--- src/uart_pkg.sv ---
// constants, types and helper function for the line, modem control and status block
//
// Summary of operation
// - low two format bits pick 5, 6, 7 or 8 data bits, both directions
// - stop bit clear gives one stop; set gives 1.5 for 5 bits, else 2
// - parity enable appends parity on transmit and checks it on receive
// - parity sense clear is odd parity, set is even parity
// - force bit fixes parity at 1 for sense 0, at 0 for sense 1
// - break bit holds serial output low outside loopback until software clears it
// - divisor access bit redirects data addresses to the divisor latches
// - terminal ready pin is the inverse of its control bit, held high in loopback
// - send request pin is inverse of its bit unless auto flow takes it; held high in loopback
// - first legacy output has no pin; in loopback it drives ring status
// - strobe bus mode: interrupt pin floats while enable bit is 0
// - in loopback the interrupt enable bit drives carrier detect status
// - loopback bit set enables internal loopback, clear is normal
// - any-character resume restarts a flow-halted transmitter on any receive
// - prescaler bit set divides input clock by four before baud generator
// - data ready reads 1 while a received character is held
// - character arriving while holding full sets overrun, stored data kept
// - parity and framing flags belong to the character in holding
// - line low a whole frame sets break; one break character stored
// - holding empty sets on transfer to shifter, clears on host load
// - transmitter empty is 1 only with holding and shifter both empty
// - reading line status clears pending line status indication
// - baud rate is prescaled clock over 16 over the 16-bit divisor
package uart_pkg;

  // -------------------------------------------------------------------
  // register byte offsets
  // -------------------------------------------------------------------
  localparam logic [7:0] ADDR_DATA   = 8'h00; // rx/tx data, or divisor low
  localparam logic [7:0] ADDR_DIVHI  = 8'h04; // divisor high when access bit set
  localparam logic [7:0] ADDR_LINE   = 8'h0C; // line_format_control
  localparam logic [7:0] ADDR_MODEM  = 8'h10; // modem_output_control
  localparam logic [7:0] ADDR_STATUS = 8'h14; // line_status
  localparam logic [7:0] ADDR_MSTAT  = 8'h18; // modem_input_status

  // -------------------------------------------------------------------
  // field positions
  // -------------------------------------------------------------------
  localparam int LF_STOP  = 2;
  localparam int LF_PEN   = 3;
  localparam int LF_EVEN  = 4;
  localparam int LF_FORCE = 5;
  localparam int LF_BRK   = 6;
  localparam int LF_DIV   = 7;
  localparam int MC_DTR   = 0;
  localparam int MC_RTS   = 1;
  localparam int MC_OUT1  = 2;
  localparam int MC_OUT2  = 3;
  localparam int MC_LOOP  = 4;
  localparam int MC_XANY  = 5;
  localparam int MC_PRE   = 7;

  // -------------------------------------------------------------------
  // reset values and timing counts
  // -------------------------------------------------------------------
  localparam logic [7:0]  LINE_RESET  = 8'h00;
  localparam logic [7:0]  MODEM_RESET = 8'h00;
  localparam logic [15:0] DIV_RESET   = 16'h0001;
  localparam logic [2:0]  PRE_SLOW    = 3'h4;  // divide by four
  localparam logic [2:0]  PRE_FAST    = 3'h1;  // divide by one
  localparam logic [4:0]  TICKS_BIT   = 5'h10; // oversample ticks per bit
  localparam logic [4:0]  TICKS_HALF  = 5'h08; // mid-bit sample point
  localparam logic [4:0]  TICKS_1P5   = 5'h18; // one and a half stop bits
  localparam logic [4:0]  TICKS_2     = 5'h1F; // two stop bits less one tick

  typedef enum logic [2:0] {TX_IDLE, TX_START, TX_DATA, TX_PARITY, TX_STOP} tx_state_e;
  typedef enum logic [2:0] {RX_IDLE, RX_START, RX_DATA, RX_PARITY, RX_STOP} rx_state_e;

  // parity bit for a character under the current format
  function automatic logic parity_bit(input logic [7:0] d, input logic [7:0] fmt);
    logic ones;
    ones = ^d;
    if (fmt[LF_FORCE]) begin
      parity_bit = ~fmt[LF_EVEN];
    end else begin
      parity_bit = fmt[LF_EVEN] ? ones : ~ones;
    end
  endfunction

endpackage

--- src/tick_divider.sv ---
// enable divider: one tick every divisor enables, silent for divisor zero
`timescale 1ns/100ps
`default_nettype none
module tick_divider #(
  parameter int W = 16
) (
  input  wire logic         hclk,
  input  wire logic         hresetn,
  input  wire logic         en,
  input  wire logic [W-1:0] divisor,
  output var  logic         tick
);

  logic [W-1:0] cnt;
  wire          reload = (cnt <= {{(W-1){1'b0}}, 1'b1});

  // reload on terminal count; divisor change takes effect at next reload
  always_ff @(posedge hclk or negedge hresetn) begin
    if (!hresetn) begin
      cnt  <= '0;
      tick <= 1'b0;
    end else begin
      tick <= en && reload && (divisor != '0);
      if (en) begin
        cnt <= reload ? divisor : cnt - 1'b1;
      end
    end
  end

endmodule // tick_divider
`default_nettype wire

--- src/uart_line_modem_control_status.sv ---
// line format, modem control and line status block with ahb-lite register slave
//
// Chosen here: the register addresses and the AHB-Lite slave port.
`timescale 1ns/100ps
`default_nettype none
module uart_line_modem_control_status
  import uart_pkg::*;
(
  input  wire logic        hclk,
  input  wire logic        hresetn,
  input  wire logic        hsel,
  input  wire logic [31:0] haddr,
  input  wire logic [1:0]  htrans,
  input  wire logic        hwrite,
  input  wire logic [2:0]  hsize,
  input  wire logic [31:0] hwdata,
  input  wire logic        hready,
  output var  logic        hreadyout,
  output var  logic        hresp,
  output var  logic [31:0] hrdata,
  input  wire logic        rx_in,
  output var  logic        tx_out,
  output var  logic        dtr_n,
  output var  logic        rts_n,
  input  wire logic        cts_n,
  input  wire logic        dsr_n,
  input  wire logic        ri_n,
  input  wire logic        cd_n,
  input  wire logic        auto_rts_en,
  input  wire logic        auto_rts_n,
  input  wire logic        strobe_bus_mode,
  input  wire logic        irq_req,
  output var  logic        irq_out,
  output var  logic        irq_oe,
  output var  logic        xon_any_resume,
  output var  logic        line_status_pending
);

  // -------------------------------------------------------------------
  // registers and state
  // -------------------------------------------------------------------
  logic [7:0]  line_format_control;
  logic [7:0]  modem_output_control;
  logic [7:0]  div_lo;
  logic [7:0]  div_hi;
  logic [7:0]  tx_hold;
  logic        tx_hold_empty;
  logic [7:0]  tx_shift;
  logic        tx_busy;
  logic        tx_line;
  tx_state_e   tx_state;
  logic [4:0]  tx_ticks;
  logic [2:0]  tx_bit;
  logic [7:0]  rx_hold;
  logic        rx_ready;
  logic        rx_overrun;
  logic        rx_perr;
  logic        rx_ferr;
  logic        rx_brk;
  logic        brk_hold;
  rx_state_e   rx_state;
  logic [4:0]  rx_ticks;
  logic [2:0]  rx_bit;
  logic [7:0]  rx_shift;
  logic        rx_par;
  logic        ph_write;
  logic        ph_read;
  logic [7:0]  ph_addr;

  // -------------------------------------------------------------------
  // bus decode
  // -------------------------------------------------------------------
  // zero wait states: every access completes in its first data phase
  wire         take     = hsel && htrans[1] && hready;
  wire  [7:0]  a_addr   = haddr[7:0];
  wire         dlab     = line_format_control[LF_DIV];
  wire         loop     = modem_output_control[MC_LOOP];
  wire         rd_data  = take && !hwrite && (a_addr == ADDR_DATA) && !dlab;
  wire         rd_stat  = take && !hwrite && (a_addr == ADDR_STATUS);
  wire         wr_data  = ph_write && (ph_addr == ADDR_DATA) && !dlab;
  wire         wr_divlo = ph_write && (ph_addr == ADDR_DATA) && dlab;
  wire         wr_divhi = ph_write && (ph_addr == ADDR_DIVHI) && dlab;
  wire         wr_line  = ph_write && (ph_addr == ADDR_LINE);
  wire         wr_modem = ph_write && (ph_addr == ADDR_MODEM);
  wire  [7:0]  wbyte    = hwdata[7:0];

  // -------------------------------------------------------------------
  // status views
  // -------------------------------------------------------------------
  // transmitter empty
  wire         tx_empty = tx_hold_empty && !tx_busy;
  // data ready, per-character errors, holding empty
  wire  [7:0]  line_status = {1'b0, tx_empty, tx_hold_empty, rx_brk, rx_ferr,
                              rx_perr, rx_overrun, rx_ready};
  // ring from first legacy output, carrier from enable bit
  wire  [3:0]  modem_lvl = loop ? {modem_output_control[MC_OUT2], modem_output_control[MC_OUT1],
                                   modem_output_control[MC_DTR], modem_output_control[MC_RTS]}
                                : {~cd_n, ~ri_n, ~dsr_n, ~cts_n};
  wire  [7:0]  modem_input_status = {modem_lvl, 4'h0};

  logic [7:0] rd_mux;
  // read multiplexer; unmapped offsets read as zero
  always_comb begin
    rd_mux = 8'h00;
    case (a_addr)
      ADDR_DATA:   rd_mux = dlab ? div_lo : rx_hold;
      ADDR_DIVHI:  rd_mux = dlab ? div_hi : 8'h00;
      ADDR_LINE:   rd_mux = line_format_control;
      ADDR_MODEM:  rd_mux = modem_output_control;
      ADDR_STATUS: rd_mux = line_status;
      ADDR_MSTAT:  rd_mux = modem_input_status;
      default:     rd_mux = 8'h00;
    endcase
  end

  assign hreadyout = 1'b1;
  assign hresp     = 1'b0;

  // address phase capture; read data is sampled here so it stands in data phase
  always_ff @(posedge hclk or negedge hresetn) begin
    if (!hresetn) begin
      ph_write <= 1'b0;
      ph_read  <= 1'b0;
      ph_addr  <= 8'h00;
      hrdata   <= 32'h0000_0000;
    end else begin
      ph_write <= take && hwrite;
      ph_read  <= take && !hwrite;
      if (take) begin
        ph_addr <= a_addr;
      end
      if (take && !hwrite) begin
        hrdata <= {24'h00_0000, rd_mux};
      end
    end
  end

  // -------------------------------------------------------------------
  // control registers
  // -------------------------------------------------------------------
  always_ff @(posedge hclk or negedge hresetn) begin
    if (!hresetn) begin
      line_format_control  <= LINE_RESET;
      modem_output_control <= MODEM_RESET;
      div_lo               <= DIV_RESET[7:0];
      div_hi               <= DIV_RESET[15:8];
    end else begin
      if (wr_line)  line_format_control  <= wbyte;
      // reserved bit is stored as written; host keeps it 0
      if (wr_modem) modem_output_control <= wbyte;
      if (wr_divlo) div_lo <= wbyte;
      if (wr_divhi) div_hi <= wbyte;
    end
  end

  // -------------------------------------------------------------------
  // baud generation
  // -------------------------------------------------------------------
  logic pre_tick;
  logic tick16;
  // optional divide by four ahead of the baud generator
  tick_divider #(.W(3)) u_prescale (
    .hclk    (hclk),
    .hresetn (hresetn),
    .en      (1'b1),
    .divisor (modem_output_control[MC_PRE] ? PRE_SLOW : PRE_FAST),
    .tick    (pre_tick)
  );
  // divisor produces the sixteen-times bit rate enable
  tick_divider #(.W(16)) u_baud (
    .hclk    (hclk),
    .hresetn (hresetn),
    .en      (pre_tick),
    .divisor ({div_hi, div_lo}),
    .tick    (tick16)
  );

  // -------------------------------------------------------------------
  // transmitter
  // -------------------------------------------------------------------
  // character length
  wire [2:0] last_bit  = {1'b1, line_format_control[1:0]};
  wire       five_bits = (line_format_control[1:0] == 2'b00);
  // stop length in ticks, less one for the counting origin
  wire [4:0] stop_end  = !line_format_control[LF_STOP] ? TICKS_BIT - 5'h01 :
                         five_bits ? TICKS_1P5 - 5'h01 : TICKS_2;
  wire [7:0] len_mask  = 8'hFF >> (3'h3 - line_format_control[1:0]);
  wire       tx_bitend = tick16 && (tx_ticks == TICKS_BIT - 5'h01);
  wire       tx_load   = (tx_state == TX_IDLE) && !tx_hold_empty && tick16;

  // holding register: a host load clears empty; a transfer to the shifter sets it
  always_ff @(posedge hclk or negedge hresetn) begin
    if (!hresetn) begin
      tx_hold       <= 8'h00;
      tx_hold_empty <= 1'b1;
    end else begin
      if (wr_data) begin
        tx_hold <= wbyte;
      end
      if (wr_data) begin
        tx_hold_empty <= 1'b0;
      end else if (tx_load) begin
        tx_hold_empty <= 1'b1;
      end
    end
  end

  // start, data lsb first, parity, stop
  always_ff @(posedge hclk or negedge hresetn) begin
    if (!hresetn) begin
      tx_state <= TX_IDLE;
      tx_ticks <= 5'h00;
      tx_bit   <= 3'h0;
      tx_shift <= 8'h00;
      tx_busy  <= 1'b0;
      tx_line  <= 1'b1;
    end else begin
      if (tick16) begin
        tx_ticks <= tx_ticks + 5'h01;
      end
      case (tx_state)
        TX_IDLE: begin
          tx_line <= 1'b1;
          if (tx_load) begin
            tx_shift <= tx_hold & len_mask;
            tx_busy  <= 1'b1;
            tx_ticks <= 5'h00;
            tx_line  <= 1'b0;
            tx_state <= TX_START;
          end
        end
        TX_START: begin
          if (tx_bitend) begin
            tx_ticks <= 5'h00;
            tx_bit   <= 3'h0;
            tx_line  <= tx_shift[0];
            tx_state <= TX_DATA;
          end
        end
        TX_DATA: begin
          if (tx_bitend) begin
            tx_ticks <= 5'h00;
            tx_bit   <= tx_bit + 3'h1;
            tx_line  <= tx_shift[tx_bit + 3'h1];
            if (tx_bit == last_bit) begin
              if (line_format_control[LF_PEN]) begin
                tx_line  <= parity_bit(tx_shift, line_format_control);
                tx_state <= TX_PARITY;
              end else begin
                tx_line  <= 1'b1;
                tx_state <= TX_STOP;
              end
            end
          end
        end
        TX_PARITY: begin
          if (tx_bitend) begin
            tx_ticks <= 5'h00;
            tx_line  <= 1'b1;
            tx_state <= TX_STOP;
          end
        end
        TX_STOP: begin
          if (tick16 && (tx_ticks == stop_end)) begin
            tx_busy  <= 1'b0;
            tx_state <= TX_IDLE;
          end
        end
        default: tx_state <= TX_IDLE;
      endcase
    end
  end

  // break forces the line low; loopback keeps the pin idle
  wire tx_wire = tx_line && !line_format_control[LF_BRK];
  assign tx_out = loop ? 1'b1 : tx_wire;

  // -------------------------------------------------------------------
  // receiver
  // -------------------------------------------------------------------
  // loopback feeds the transmitter straight back
  wire rx_line   = loop ? tx_wire : rx_in;
  wire rx_sample = tick16 && (rx_ticks == TICKS_BIT - 5'h01);
  wire [7:0] rx_data = rx_shift & len_mask;
  wire rx_pbad   = line_format_control[LF_PEN] &&
                   (rx_par != parity_bit(rx_data, line_format_control));
  // whole frame low: data, parity and stop all zero
  wire rx_isbrk  = (rx_data == 8'h00) && !rx_line &&
                   (!line_format_control[LF_PEN] || !rx_par);
  wire rx_done   = (rx_state == RX_STOP) && rx_sample;
  wire rx_store  = rx_done && !(rx_isbrk && brk_hold);

  always_ff @(posedge hclk or negedge hresetn) begin
    if (!hresetn) begin
      rx_state <= RX_IDLE;
      rx_ticks <= 5'h00;
      rx_bit   <= 3'h0;
      rx_shift <= 8'h00;
      rx_par   <= 1'b0;
    end else begin
      if (tick16) begin
        rx_ticks <= rx_ticks + 5'h01;
      end
      case (rx_state)
        RX_IDLE: begin
          if (!rx_line) begin
            rx_ticks <= 5'h00;
            rx_shift <= 8'h00;
            rx_state <= RX_START;
          end
        end
        RX_START: begin
          // confirm start at mid bit, then realign to bit centres
          if (tick16 && (rx_ticks == TICKS_HALF - 5'h01)) begin
            rx_ticks <= 5'h00;
            rx_bit   <= 3'h0;
            rx_state <= rx_line ? RX_IDLE : RX_DATA;
          end
        end
        RX_DATA: begin
          if (rx_sample) begin
            rx_ticks         <= 5'h00;
            rx_shift[rx_bit] <= rx_line;
            rx_bit           <= rx_bit + 3'h1;
            if (rx_bit == last_bit) begin
              rx_state <= line_format_control[LF_PEN] ? RX_PARITY : RX_STOP;
            end
          end
        end
        RX_PARITY: begin
          if (rx_sample) begin
            rx_ticks <= 5'h00;
            rx_par   <= rx_line;
            rx_state <= RX_STOP;
          end
        end
        RX_STOP: begin
          // only the first stop bit is checked, so back-to-back frames keep pace
          if (rx_sample) begin
            rx_state <= RX_IDLE;
          end
        end
        default: rx_state <= RX_IDLE;
      endcase
    end
  end

  // holding register and its flags; new events win over read clears
  always_ff @(posedge hclk or negedge hresetn) begin
    if (!hresetn) begin
      rx_hold    <= 8'h00;
      rx_ready   <= 1'b0;
      rx_overrun <= 1'b0;
      rx_perr    <= 1'b0;
      rx_ferr    <= 1'b0;
      rx_brk     <= 1'b0;
      brk_hold   <= 1'b0;
    end else begin
      // one break character per break; rearm when line idles high
      if (rx_done && rx_isbrk) begin
        brk_hold <= 1'b1;
      end else if (rx_line && (rx_state == RX_IDLE)) begin
        brk_hold <= 1'b0;
      end
      if (rx_store && rx_ready && !rd_data) begin
        rx_overrun <= 1'b1;
      end else if (rd_stat) begin
        rx_overrun <= 1'b0;
      end
      if (rx_store && (!rx_ready || rd_data)) begin
        rx_hold  <= rx_data;
        rx_ready <= 1'b1;
        rx_perr  <= rx_pbad;
        rx_ferr  <= !rx_line && !rx_isbrk;
        rx_brk   <= rx_isbrk;
      end else if (rd_data) begin
        rx_ready <= 1'b0;
        rx_perr  <= 1'b0;
        rx_ferr  <= 1'b0;
        rx_brk   <= 1'b0;
      end
    end
  end

  // pending line status indication, cleared by a status read
  wire ls_event = rx_store && (rx_ready || rx_pbad || !rx_line);
  always_ff @(posedge hclk or negedge hresetn) begin
    if (!hresetn) begin
      line_status_pending <= 1'b0;
      xon_any_resume      <= 1'b0;
    end else begin
      if (ls_event) begin
        line_status_pending <= 1'b1;
      end else if (rd_stat) begin
        line_status_pending <= 1'b0;
      end
      // any received character resumes a halted transmitter
      xon_any_resume <= rx_done && modem_output_control[MC_XANY];
    end
  end

  // -------------------------------------------------------------------
  // modem and interrupt pins
  // -------------------------------------------------------------------
  // terminal ready inverse of its bit; idle high during loopback
  assign dtr_n   = loop ? 1'b1 : ~modem_output_control[MC_DTR];
  // send request, overridden by automatic flow control
  assign rts_n   = loop ? 1'b1 : (auto_rts_en ? auto_rts_n : ~modem_output_control[MC_RTS]);
  // strobe mode drives the pin only when enabled
  assign irq_out = irq_req;
  assign irq_oe  = strobe_bus_mode ? modem_output_control[MC_OUT2] : 1'b1;

  // hsize and the read phase flag carry no behaviour: only word access is used
  wire unused_ok = &{1'b0, hsize, ph_read, haddr[31:8]};

endmodule // uart_line_modem_control_status
`default_nettype wire

--- config.mk ---
export PLATFORM = sky130hd
export DESIGN_NAME = uart_line_modem_control_status
export DESIGN_NICKNAME = d
export VERILOG_FILES = /design/src/uart_pkg.sv /design/src/tick_divider.sv /design/src/uart_line_modem_control_status.sv
export SDC_FILE = /design/constraint.sdc
export NUM_CORES = 1
export LEC_CHECK = 0
export BUFFER_PORTS_ARGS = -buffer_cell sky130_fd_sc_hd__buf_2
export CAP_MARGIN = 40
export CORE_ASPECT_RATIO = 2
export CORE_UTILIZATION = 45
export CTS_CLUSTER_SIZE = 20
export DETAILED_ROUTE_END_ITERATION = 10
export PLACE_DENSITY_LB_ADDON = 0.25
export SLEW_MARGIN = 0
export SYNTH_ARGS = -nofsm -noshare
export SYNTH_HDL_FRONTEND = slang
export SYNTH_SLANG_ARGS = --single-unit
--- constraint.sdc ---
create_clock -name hclk -period 3.56 [get_ports hclk]
set_clock_uncertainty 0.2 [all_clocks]
set_input_delay 0.356 -clock hclk [delete_from_list [all_inputs] [get_ports hclk]]
set_output_delay 0.356 -clock hclk [all_outputs]
set_load 0.02 [all_outputs]
**Word level (Yosys, flattened, before mapping)**

Index checks and enable logic that the tools add are counted.

- Flip-flop bits (word level): 136
- Latch bits: 0
- RAM bits: 0
- Bits in read-only memories: 0
- Input port bits: 83
- Output and inout port bits: 41
- Logic and storage cells: 258
- Memories kept: 0

- $add $sub $neg: 7
- Multiply operators: 0
- Div/mod/pow operators: 0
- Magnitude comparators: 5
- Eq/ne operators: 35
- Shifts and indexed selects: 1
- Mux-type cells: 79
- Bitwise gates (word level): 11
- Reductions and logical operators: 87

Operators with widths:

| kind | number |
|---|---|
| 3-bit 2-to-1 mux | 19 |
| 8-bit one-hot mux with 6 select lines | 1 |
| 1-bit logical AND | 40 |
| 5-bit 2-to-1 mux | 8 |
| 8-bit by 5-bit == test with 1-bit output, second input constant | 4 |
| 8-bit 2-to-1 mux | 4 |
| 1-bit 2-to-1 mux | 31 |
| 3-bit one-hot mux with 5 select lines | 2 |
| 8-bit logical NOT | 3 |
| 2-bit inequality test, second input constant | 12 |
| 2-bit nonzero test | 9 |
| 8-bit bitwise AND | 2 |
| 8-bit by 3-bit == test with 1-bit output, second input constant | 2 |
| 8-bit by 4-bit == test with 1-bit output, second input constant | 2 |
| 16-bit by 1-bit less-or-equal comparator with 1-bit output, second input constant | 1 |
| 16-bit 2-to-1 mux | 1 |
| 8-bit one-hot mux with 2 select lines | 1 |
| 16-bit nonzero test | 1 |
| 8-bit XOR reduction | 2 |
| 16-bit by 1-bit subtractor with 16-bit output, second input constant | 1 |
| 5-bit one-hot mux with 3 select lines | 1 |
| 3-bit by 2-bit == test with 1-bit output, second input constant | 4 |
| 1-bit logical NOT | 12 |
| 3-bit one-hot mux with 2 select lines | 2 |
| other kinds (35) | 60 |

**Logic depth before layout (Yosys ltp)**

Gate-level depths: netlist of the first run.

- Depth after elaboration: 13
- Depth in mapped cells: 9
- Mapped depth without buffers: 8

**By module**

Synthesis of the first run repeated with hierarchy kept, for this count alone.

- Cells, all modules: 755
- Area total of the unflattened synthesis: 7746.2 µm²

Modules (own cells, without submodules):

| module | instances | cells an instance | area an instance (µm²) | seq. area each (µm²) |
|---|---|---|---|---|
| uart_line_modem_control_status | 1 | 615 | 6364.9 | 2881.5 |
| tick_divider (u_baud) | 1 | 115 | 1142.3 | 425.4 |
| tick_divider (u_prescale) | 1 | 25 | 239.0 | 100.1 |

**Least setup slack after synthesis of the first run**

Ideal clock, no wire load.

- Path type: register to register
- Start: register u_baud.cnt[8]
- End: register u_baud.cnt[6]
- Setup time: 0.121 ns
- Arrival time: 2.330 ns
- Required time: 3.239 ns
- Setup slack: 0.910 ns
- Cell stages (with the launch flop): 8
- Path buffers: 2
- Period minus slack after synthesis: 2.650 ns
- Path through: dfrtp_1 or4_4 or4_4 buf_6 or2_1 buf_6 mux2_4 a22o_1

- Cells in the longest elaborated chain, start to end: 2

RTL lines:

| what | line | text |
|---|---|---|
| start: declaration | tick_divider.sv:14 | `logic [W-1:0] cnt;` |
| start signal: assignment | tick_divider.sv:25 | `cnt <= reload ? divisor : cnt - 1'b1;` |
| 16-bit by 1-bit less-or-equal comparator with 1-bit output | tick_divider.sv:15 | `wire reload = (cnt <= {{(W-1){1'b0}}, 1'b1});` |
| 16-bit 2-to-1 mux | tick_divider.sv:25 |  |

Every way passes these cells.
A chain may end at the register's enable or synchronous reset.

**Final worst setup path of the first run**

- Start: register u_baud.cnt[8]
- End: register u_baud.cnt[3]

Same word-level chain as after synthesis.

==> summary.txt, run 1 <==
Layout net count: 879
Routed Antenna Nets: 0
Hold WC Path Type: primary input to flip-flop
Setup bufs post-CTS: 0
Area grow syn2layout: 12.75%
Worst Path Arrival: 3.00 ns
Commonest cells post-synth: dfrtp_1 (133), nand2_1 (65), nor2_1 (61)
Post-Synth XOR/XNOR Area: 2.852%
Tot Pwr: 4.442 mW
Diode count: 0
Layout cells sized above 1: 18.99%
Clock root buffer: clkbuf_16
Pin count of the biggest net entering global routing: 95
WL final: 18810 µm
Worst Tran Pin Value: 0.8733 ns
Mapped Area: 7371 µm²
Starting density of the core: 46.48%
Placed inst area: 7690 µm²
Synth top area cells: dfrtp_1 (45%), mux2_2 (7.5%), o21ai_0 (3.7%)
Async S/R FF share, synth: 100.0%
Synth Area in Simple Gates: 15.89%
Clock tree buffer depth: 2
Peak VDD IR: 0.3193 mV
Critical Path Most Common Cell: or4_4
Critical Path Start Type: flip-flop
Largest family of logic cells by synthesized area: simple AND/OR/NAND/NOR gates
Cell with the most instances after synthesis: dfrtp_1
Clock buffer count from CTS: 17
Vias in the first global route: 5754
Fillcell total: 1464
Max-Cap Viols: 0
Final setup fails: 0
DR DRC count: 0
CP max stage cell: or4_4
Vias/cell: 5.712
Row count: 65
Leading area contributor after synthesis: dfrtp_1
Largest stage delay, worst path: 0.56 ns
Die W: 92.50 µm
Initial antenna violation count: 0
Setup CP Type: flip-flop to flip-flop
PortBufs: 43
Pwr/cell area: 534.5 nW/µm²
Post-synth top flop: dfrtp_1
Worst setup EP type: flip-flop
Netlist cell types: 64
Final instance area: 8310 µm²
Register area share after synthesis: 46.22%
CP Data Required Time: 3.67 ns
Tot GR Track Use: 23.59%
Syn avg cell area: 9.867 µm²
Core outline area: 15860 µm²
Critical path fanouts, max: 16
Relative slew margins: 41.78%
Synth top area share: 45.15%
First-pass GRT wire length: 30280 µm
Die Y-Extent: 183.0 µm
Final period util: 81.32%
Peak Freq: 345.4 MHz
YS warnings: 0
TritonCTS clock tree: done
Post-synthesis compound-gate area fraction: 14.89%
Die area: 16930 µm²
Post-Synth Adder-Cell Area: 2.377%
H-tree depth: 4
Final GP Congestion: 0.9284
Vias post-DR: 5689
First-pass detailed-route iteration total: 5
GRT overflow: 0
Post-synth EDFFs: 0
Setup TNS: 0 ns
Detail Placement HPWL: 13960 µm
Post-synthesis register bit count: 136
RSZ-0062 raised after global routing: no
Worst-Skew Late Latency: 0.42 ns
CTS sink count: 136
Leakage: 3.686 nW
Post-synthesis mux area share: 11.46%
Post-layout min period: 2.895 ns
Mapped Cells: 747
Final Hold Violating Endpoints: 0
Worst-path cell chain: or4_4, or4_4, or2_1, mux2_4, a22o_1
Final slew viol count: 0
Clock Pin Slew Worst Setup and Hold Paths: 0.06 ns
Status: finished clean
WL per Instance: 18.89 µm
Initial DRC count: 281
I/O pins: 124
[cells in the final DEF (no fill, tap or decap), drive strengths merged, types with 17 or more instances in the layout]
| cell | instances |
|---|---|
| mux2i | 18 |
| clkbuf | 20 |
| o21ai | 55 |
| dfrtp | 133 |
| buf | 54 |
| nor3 | 17 |
| a21oi | 40 |
| conb | 26 |
| nor2 | 61 |
| nand2 | 65 |
| mux2 | 52 |
| inv | 27 |
| xnor2 | 19 |
[sequential cells by signal, summed over array words and instances (netlist names), 5 cells and up]
| register | count |
|---|---|
| u_baud.cnt | 16 |
| div_hi | 8 |
| div_lo | 8 |
| hrdata | 8 |
| line_format_control | 8 |
| modem_output_control | 8 |
| ph_addr | 8 |
| rx_hold | 8 |
| rx_shift | 8 |
| tx_hold | 8 |
| tx_shift | 8 |
| rx_ticks | 5 |
| tx_ticks | 5 |
[final timing paths]
check                               from  cells past startpoint            end  slack [ns]
max reg2reg                u_baud.cnt[8]                      5  u_baud.cnt[3]        0.66
max                        u_baud.cnt[8]                      5  u_baud.cnt[3]        0.66
min in group asynchronous        hresetn                      2     ph_addr[7]        0.36
min                             haddr[4]                      2     ph_addr[4]        0.01
max in group asynchronous        hresetn                      3     rx_overrun        2.10
min reg2reg                   tx_hold[0]                      2    tx_shift[0]        0.27
[layer usage]
layer	vias to the layer above	track usage [%]	part of all wire, %
li1	2692	-	-
met5	-	0	0
met3	45	3.731	2.7
met2	134	43.56	56
met4	0	14.31	5.3
met1	2818	24.39	36
[worst max-delay path, delay by kind of cell (launching register included)]
kind | cells | cell delay, ns
AND/OR/NAND/NOR | 3 | 1.55
flip-flops | 1 | 0.42
multiplexers | 1 | 0.39
AO/OA/AOI/OAI | 1 | 0.23
[area by class of cell]
cell class	count	area, µm²	area share, %
well taps	201	251.5	3.026
repair buffers	56	354.1	4.261
clock inverters	12	153.9	1.852
clock buffers	20	446.7	5.375
inverters	27	101.3	1.220
multi-input cells	544	3596	43.27
flip-flops and latches	136	3407	41.00
[metrics by stage]
step | worst slack [ns] | hold WS (ns) | util, % | std cells
final | 0.6649 | 0.01150 | 52.40 | 996
after global routing | 0.5038 | 0.02874 | 52.40 | 996
after CTS | 0.6870 | 0.007182 | 52.40 | 996
after detailed placement | 0.6756 | 0.2579 | 48.49 | 962
after global placement | 0.7201 | 0.2589 | 48.28 | 960
after floorplan | 0.9095 | -0.1396 | - | 771
[what timing repair did]
| action | 4_1_cts | 5_1_grt |
|---|---|---|
| resized for setup | 0 | 0 |
| hold endpoints to repair | 91 | 0 |
| hold buffers | 2 | 0 |
[cell families (layout without fill, tap and decap cells)]
logic type,count (synthesis),in the layout
XOR/XNOR,24,24
buffers and inverters,91,115
multiplexers,73,73
adder cells (fa/ha/maj),14,14
AND/OR/NAND/NOR,235,235
other,2,26
AO/OA/AOI/OAI,172,172
flip-flops,136,136
[report_power, final]
part	internal (mW)	switching, mW
clock	1.12	0.689
combinational	0.311	0.412
sequential	1.72	0.188
Power figures use the tool's default switching activity.
==> inputs of run 2 (changes only) <==
Settings changed: ABC_AREA set to 1.
Clock period 3.56 ns to 2.44 ns, I/O delays scaled along.
==> summary.txt, run 2 <==
Worst Tran Pin Value: 0.5777 ns (-0.2956 ns)
First-pass GRT wire length: 31630 µm (+4.5%)
Max-Cap Viols: 0 (unchanged)
TritonCTS clock tree: done
Row count: 65 (unchanged)
Post-synth top flop: dfrtp_1
PortBufs: 43 (unchanged)
Vias in the first global route: 6296 (+9.4%)
Critical R2R Launch: line_format_control[0]
Worst-path cell chain: nor2_1, inv_1, nand2_1, ha_1, nand4_1, a21oi_1, nand3_1, nand2_2, nor2_4, inv_6, nand2_1, o21ai_0
Critical Path Start: line_format_control[0]
Post-synthesis register bit count: 136 (unchanged)
I/O pins: 124 (unchanged)
CP max stage cell: dfrtp_1
Leakage: 4.269 nW (+16%)
Leading area contributor after synthesis: dfrtp_1
Tot Pwr: 7.415 mW (+67%)
DR DRC count: 0 (unchanged)
Clock tree buffer depth: 2 (unchanged)
Final GP Congestion: 0.8752 (-5.7%)
Netlist cell types: 48 (-25%)
Die Y-Extent: 182.5 µm (-0.29%)
Final setup fails: 0 (unchanged)
H-tree depth: 4 (unchanged)
CTS sink count: 136 (unchanged)
Largest register FFs: 16 (unchanged)
Critical Path Start Type: flip-flop
YS warnings: 0 (unchanged)
Core outline area: 15860 µm² (unchanged)
Worst setup path endpoint: rx_ferr
Relative slew margins: 61.38% (+20 points)
Status: finished clean
Initial DRC count: 292 (+3.9%)
Initial antenna violation count: 0 (unchanged)
Synth Area in Simple Gates: 23.10% (+7.2 points)
Die W: 92.24 µm (-0.28%)
Clock buffer count from CTS: 17 (unchanged)
Setup CP Type: flip-flop to flip-flop
Routed Antenna Nets: 0 (unchanged)
Hold WC Path Type: primary input to flip-flop
Clock root buffer: clkbuf_16
CP top delay family: simple AND/OR/NAND/NOR gates
CP bufs+invs: 2 (+2)
GRT overflow: 0 (unchanged)
Post-synthesis compound-gate area fraction: 16.05% (+1.2 points)
Layout net count: 1088 (+24%)
Post-Synth XOR/XNOR Area: 1.912% (-0.94 points)
Detail Placement HPWL: 14540 µm (+4.1%)
Register area share after synthesis: 46.49% (+0.27 points)
Pin count of the biggest net entering global routing: 51 (-46%)
Cell with the most instances after synthesis: nand2_1
Commonest cells post-synth: nand2_1 (211), dfrtp_1 (133), o21ai_0 (114)
Largest stage delay, worst path: 0.37 ns (-0.19 ns)
Final core occ: 53.97% (+1.6 points)
Final period util: 88.79% (+7.5 points)
Largest family of logic cells by synthesized area: simple AND/OR/NAND/NOR gates
FF-to-FF End: rx_ferr
Clock Pin Slew Worst Setup and Hold Paths: 0.06 ns (about the same)
Starting density of the core: 46.21% (-0.27 points)
Peak VDD IR: 0.5615 mV (+76%)
Worst R2R Setup Slack: 0.27 ns (-0.39 ns)
RSZ-0062 raised after global routing: no
Worst setup EP type: flip-flop
Post-Synth Adder-Cell Area: 2.390% (+0.014 points)
Die area: 16830 µm² (-0.57%)
Final slew viol count: 0 (unchanged)
Biggest register: u_baud.cnt
Worst Path Arrival: 2.31 ns (-0.69 ns)
Fillcell total: 1534 (+4.8%)
Vias post-DR: 6397 (+12%)
Area grow syn2layout: 16.80%
Tot GR Track Use: 24.79% (+1.2 points)
CP Data Required Time: 2.58 ns (-1.09 ns)
Final instance area: 8559 µm² (+3.0%)
First-pass detailed-route iteration total: 5 (unchanged)
WL final: 19300 µm (+2.6%)
Layout cells sized above 1: 12.85% (-6.1 points)
Synth top area share: 45.42% (+0.26 points)
Commonest cells after routing, fill and taps aside: nand2_1 (210), dfrtp_1 (133), o21ai_0 (114)
Critical path fanouts, max: 18 (+2)
Synth top area cells: dfrtp_1 (45%), nand2_1 (11%), o21ai_0 (7.8%)
Mapped Cells: 919 (+23%)
Critical Path Most Common Cell: nand2_1
Final Hold Violating Endpoints: 0 (unchanged)
Async S/R FF share, synth: 100.0% (unchanged)
Post-synthesis mux area share: 0.3073% (-11 points)
Critical path depth: 12 (+7)
Syn avg cell area: 7.974 µm² (-19%)
Peak Freq: 461.6 MHz (+34%)
Hold Startpoint: hwdata[4]
Most common cell after layout, fill and taps aside: nand2_1
Diode count: 0 (unchanged)
Post-layout min period: 2.167 ns (-0.7286 ns)
Worst-Skew Late Latency: 0.42 ns (about the same)
Setup TNS: 0 ns (unchanged)
Cells on worst reg2reg path: 12 (+7)
WL per Instance: 16.02 µm (-15%)
Mapped Area: 7328 µm² (-0.58%)
Vias/cell: 5.309 (-7.1%)
Pwr/cell area: 866.3 nW/µm² (+62%)
Post-synth EDFFs: 0 (unchanged)
Placed inst area: 7780 µm² (+1.2%)
## run 2: cell types whose count changed after synthesis, sizes merged, moves of 8 or more
cell	change
nand2	+148
mux2i	-18
nor2b	-8
nand3	+27
inv	+74
nor2	+18
clkbuf	-20
o22ai	+13
o2bb2ai	-9
xnor2	-14
mux2	-50
nand4	+8
o21ai	+67
## run 2: routing by layer
metal	share of wire, %	global-route usage, %	vias to the layer above
li1	-	-	3164
met1	36	25.19	3018
met2	57	48.00	172
met3	3.1	3.708	43
met4	3.3	11.94	0
met5	0	0	-
## run 2: what timing repair did
action	CTS	global route
endpoints found under the hold margin	120	0
buffers inserted	0	0
hold buffers	12	0
setup endpoints to repair	0	1
resized for setup	0	2
## run 2: cells by family (layout without fill, tap and decap cells)
kind of cell,Yosys count,in the layout
mux,2,2
xor+xnor,16,16
fa+ha+maj,14,14
other cells,2,26
buf+inv,154,215
flops,136,136
compound gates,208,208
simple gates,387,387
## run 2: power breakdown
part           total (mW)  switching, mW  internal (mW)
clock network        2.87          0.998           1.87
logic                1.67           1.05          0.623
registers            2.88          0.315           2.56
## run 2: per-stage QoR
stage	instances	worst slack, ns	hold slack, ns
after floorplan	943	0.3740	-0.2516
after CTS	1205	0.1860	0.007198
after global routing	1205	0.04529	0.01600
final	1205	0.2735	0.02524
after global placement	1161	0.2641	0.02800
after detailed placement	1161	0.2120	0.02645
## run 2: worst min-delay path by stage
stage	to	slack, ns	cells past startpoint
6_report	div_lo[4]	0.03	3
5_1_grt	modem_output_control[4]	0.02	3
4_1_cts	div_lo[4]	0.007	3
3_5_place_dp	tx_shift[3]	0.03	1
3_3_place_gp	tx_shift[3]	0.03	1
2_1_floorplan	brk_hold	-0.25	0
## run 2: area by class of cell
| class | instances | area, µm² | share of cell area [%] |
|---|---|---|---|
| Sequential cell | 136 | 3407 | 39.80 |
| Multi-Input combinational cell | 653 | 3307 | 38.63 |
| Timing Repair Buffer | 78 | 539.3 | 6.300 |
| Clock buffer | 21 | 460.4 | 5.379 |
| Inverter | 105 | 400.4 | 4.678 |
| Tap cell | 201 | 251.5 | 2.938 |
| Clock inverter | 11 | 193.9 | 2.266 |
## run 2: worst register-to-register path, stage by stage (launching register included)
cell and delay (ns):
dfrtp_1 0.37, nor2_1 0.14, inv_1 0.12, nand2_1 0.13, ha_1 0.16, nand4_1 0.08, a21oi_1 0.17, nand3_1 0.11
nand2_2 0.12, nor2_4 0.07, inv_6 0.15, nand2_1 0.10, o21ai_0 0.15
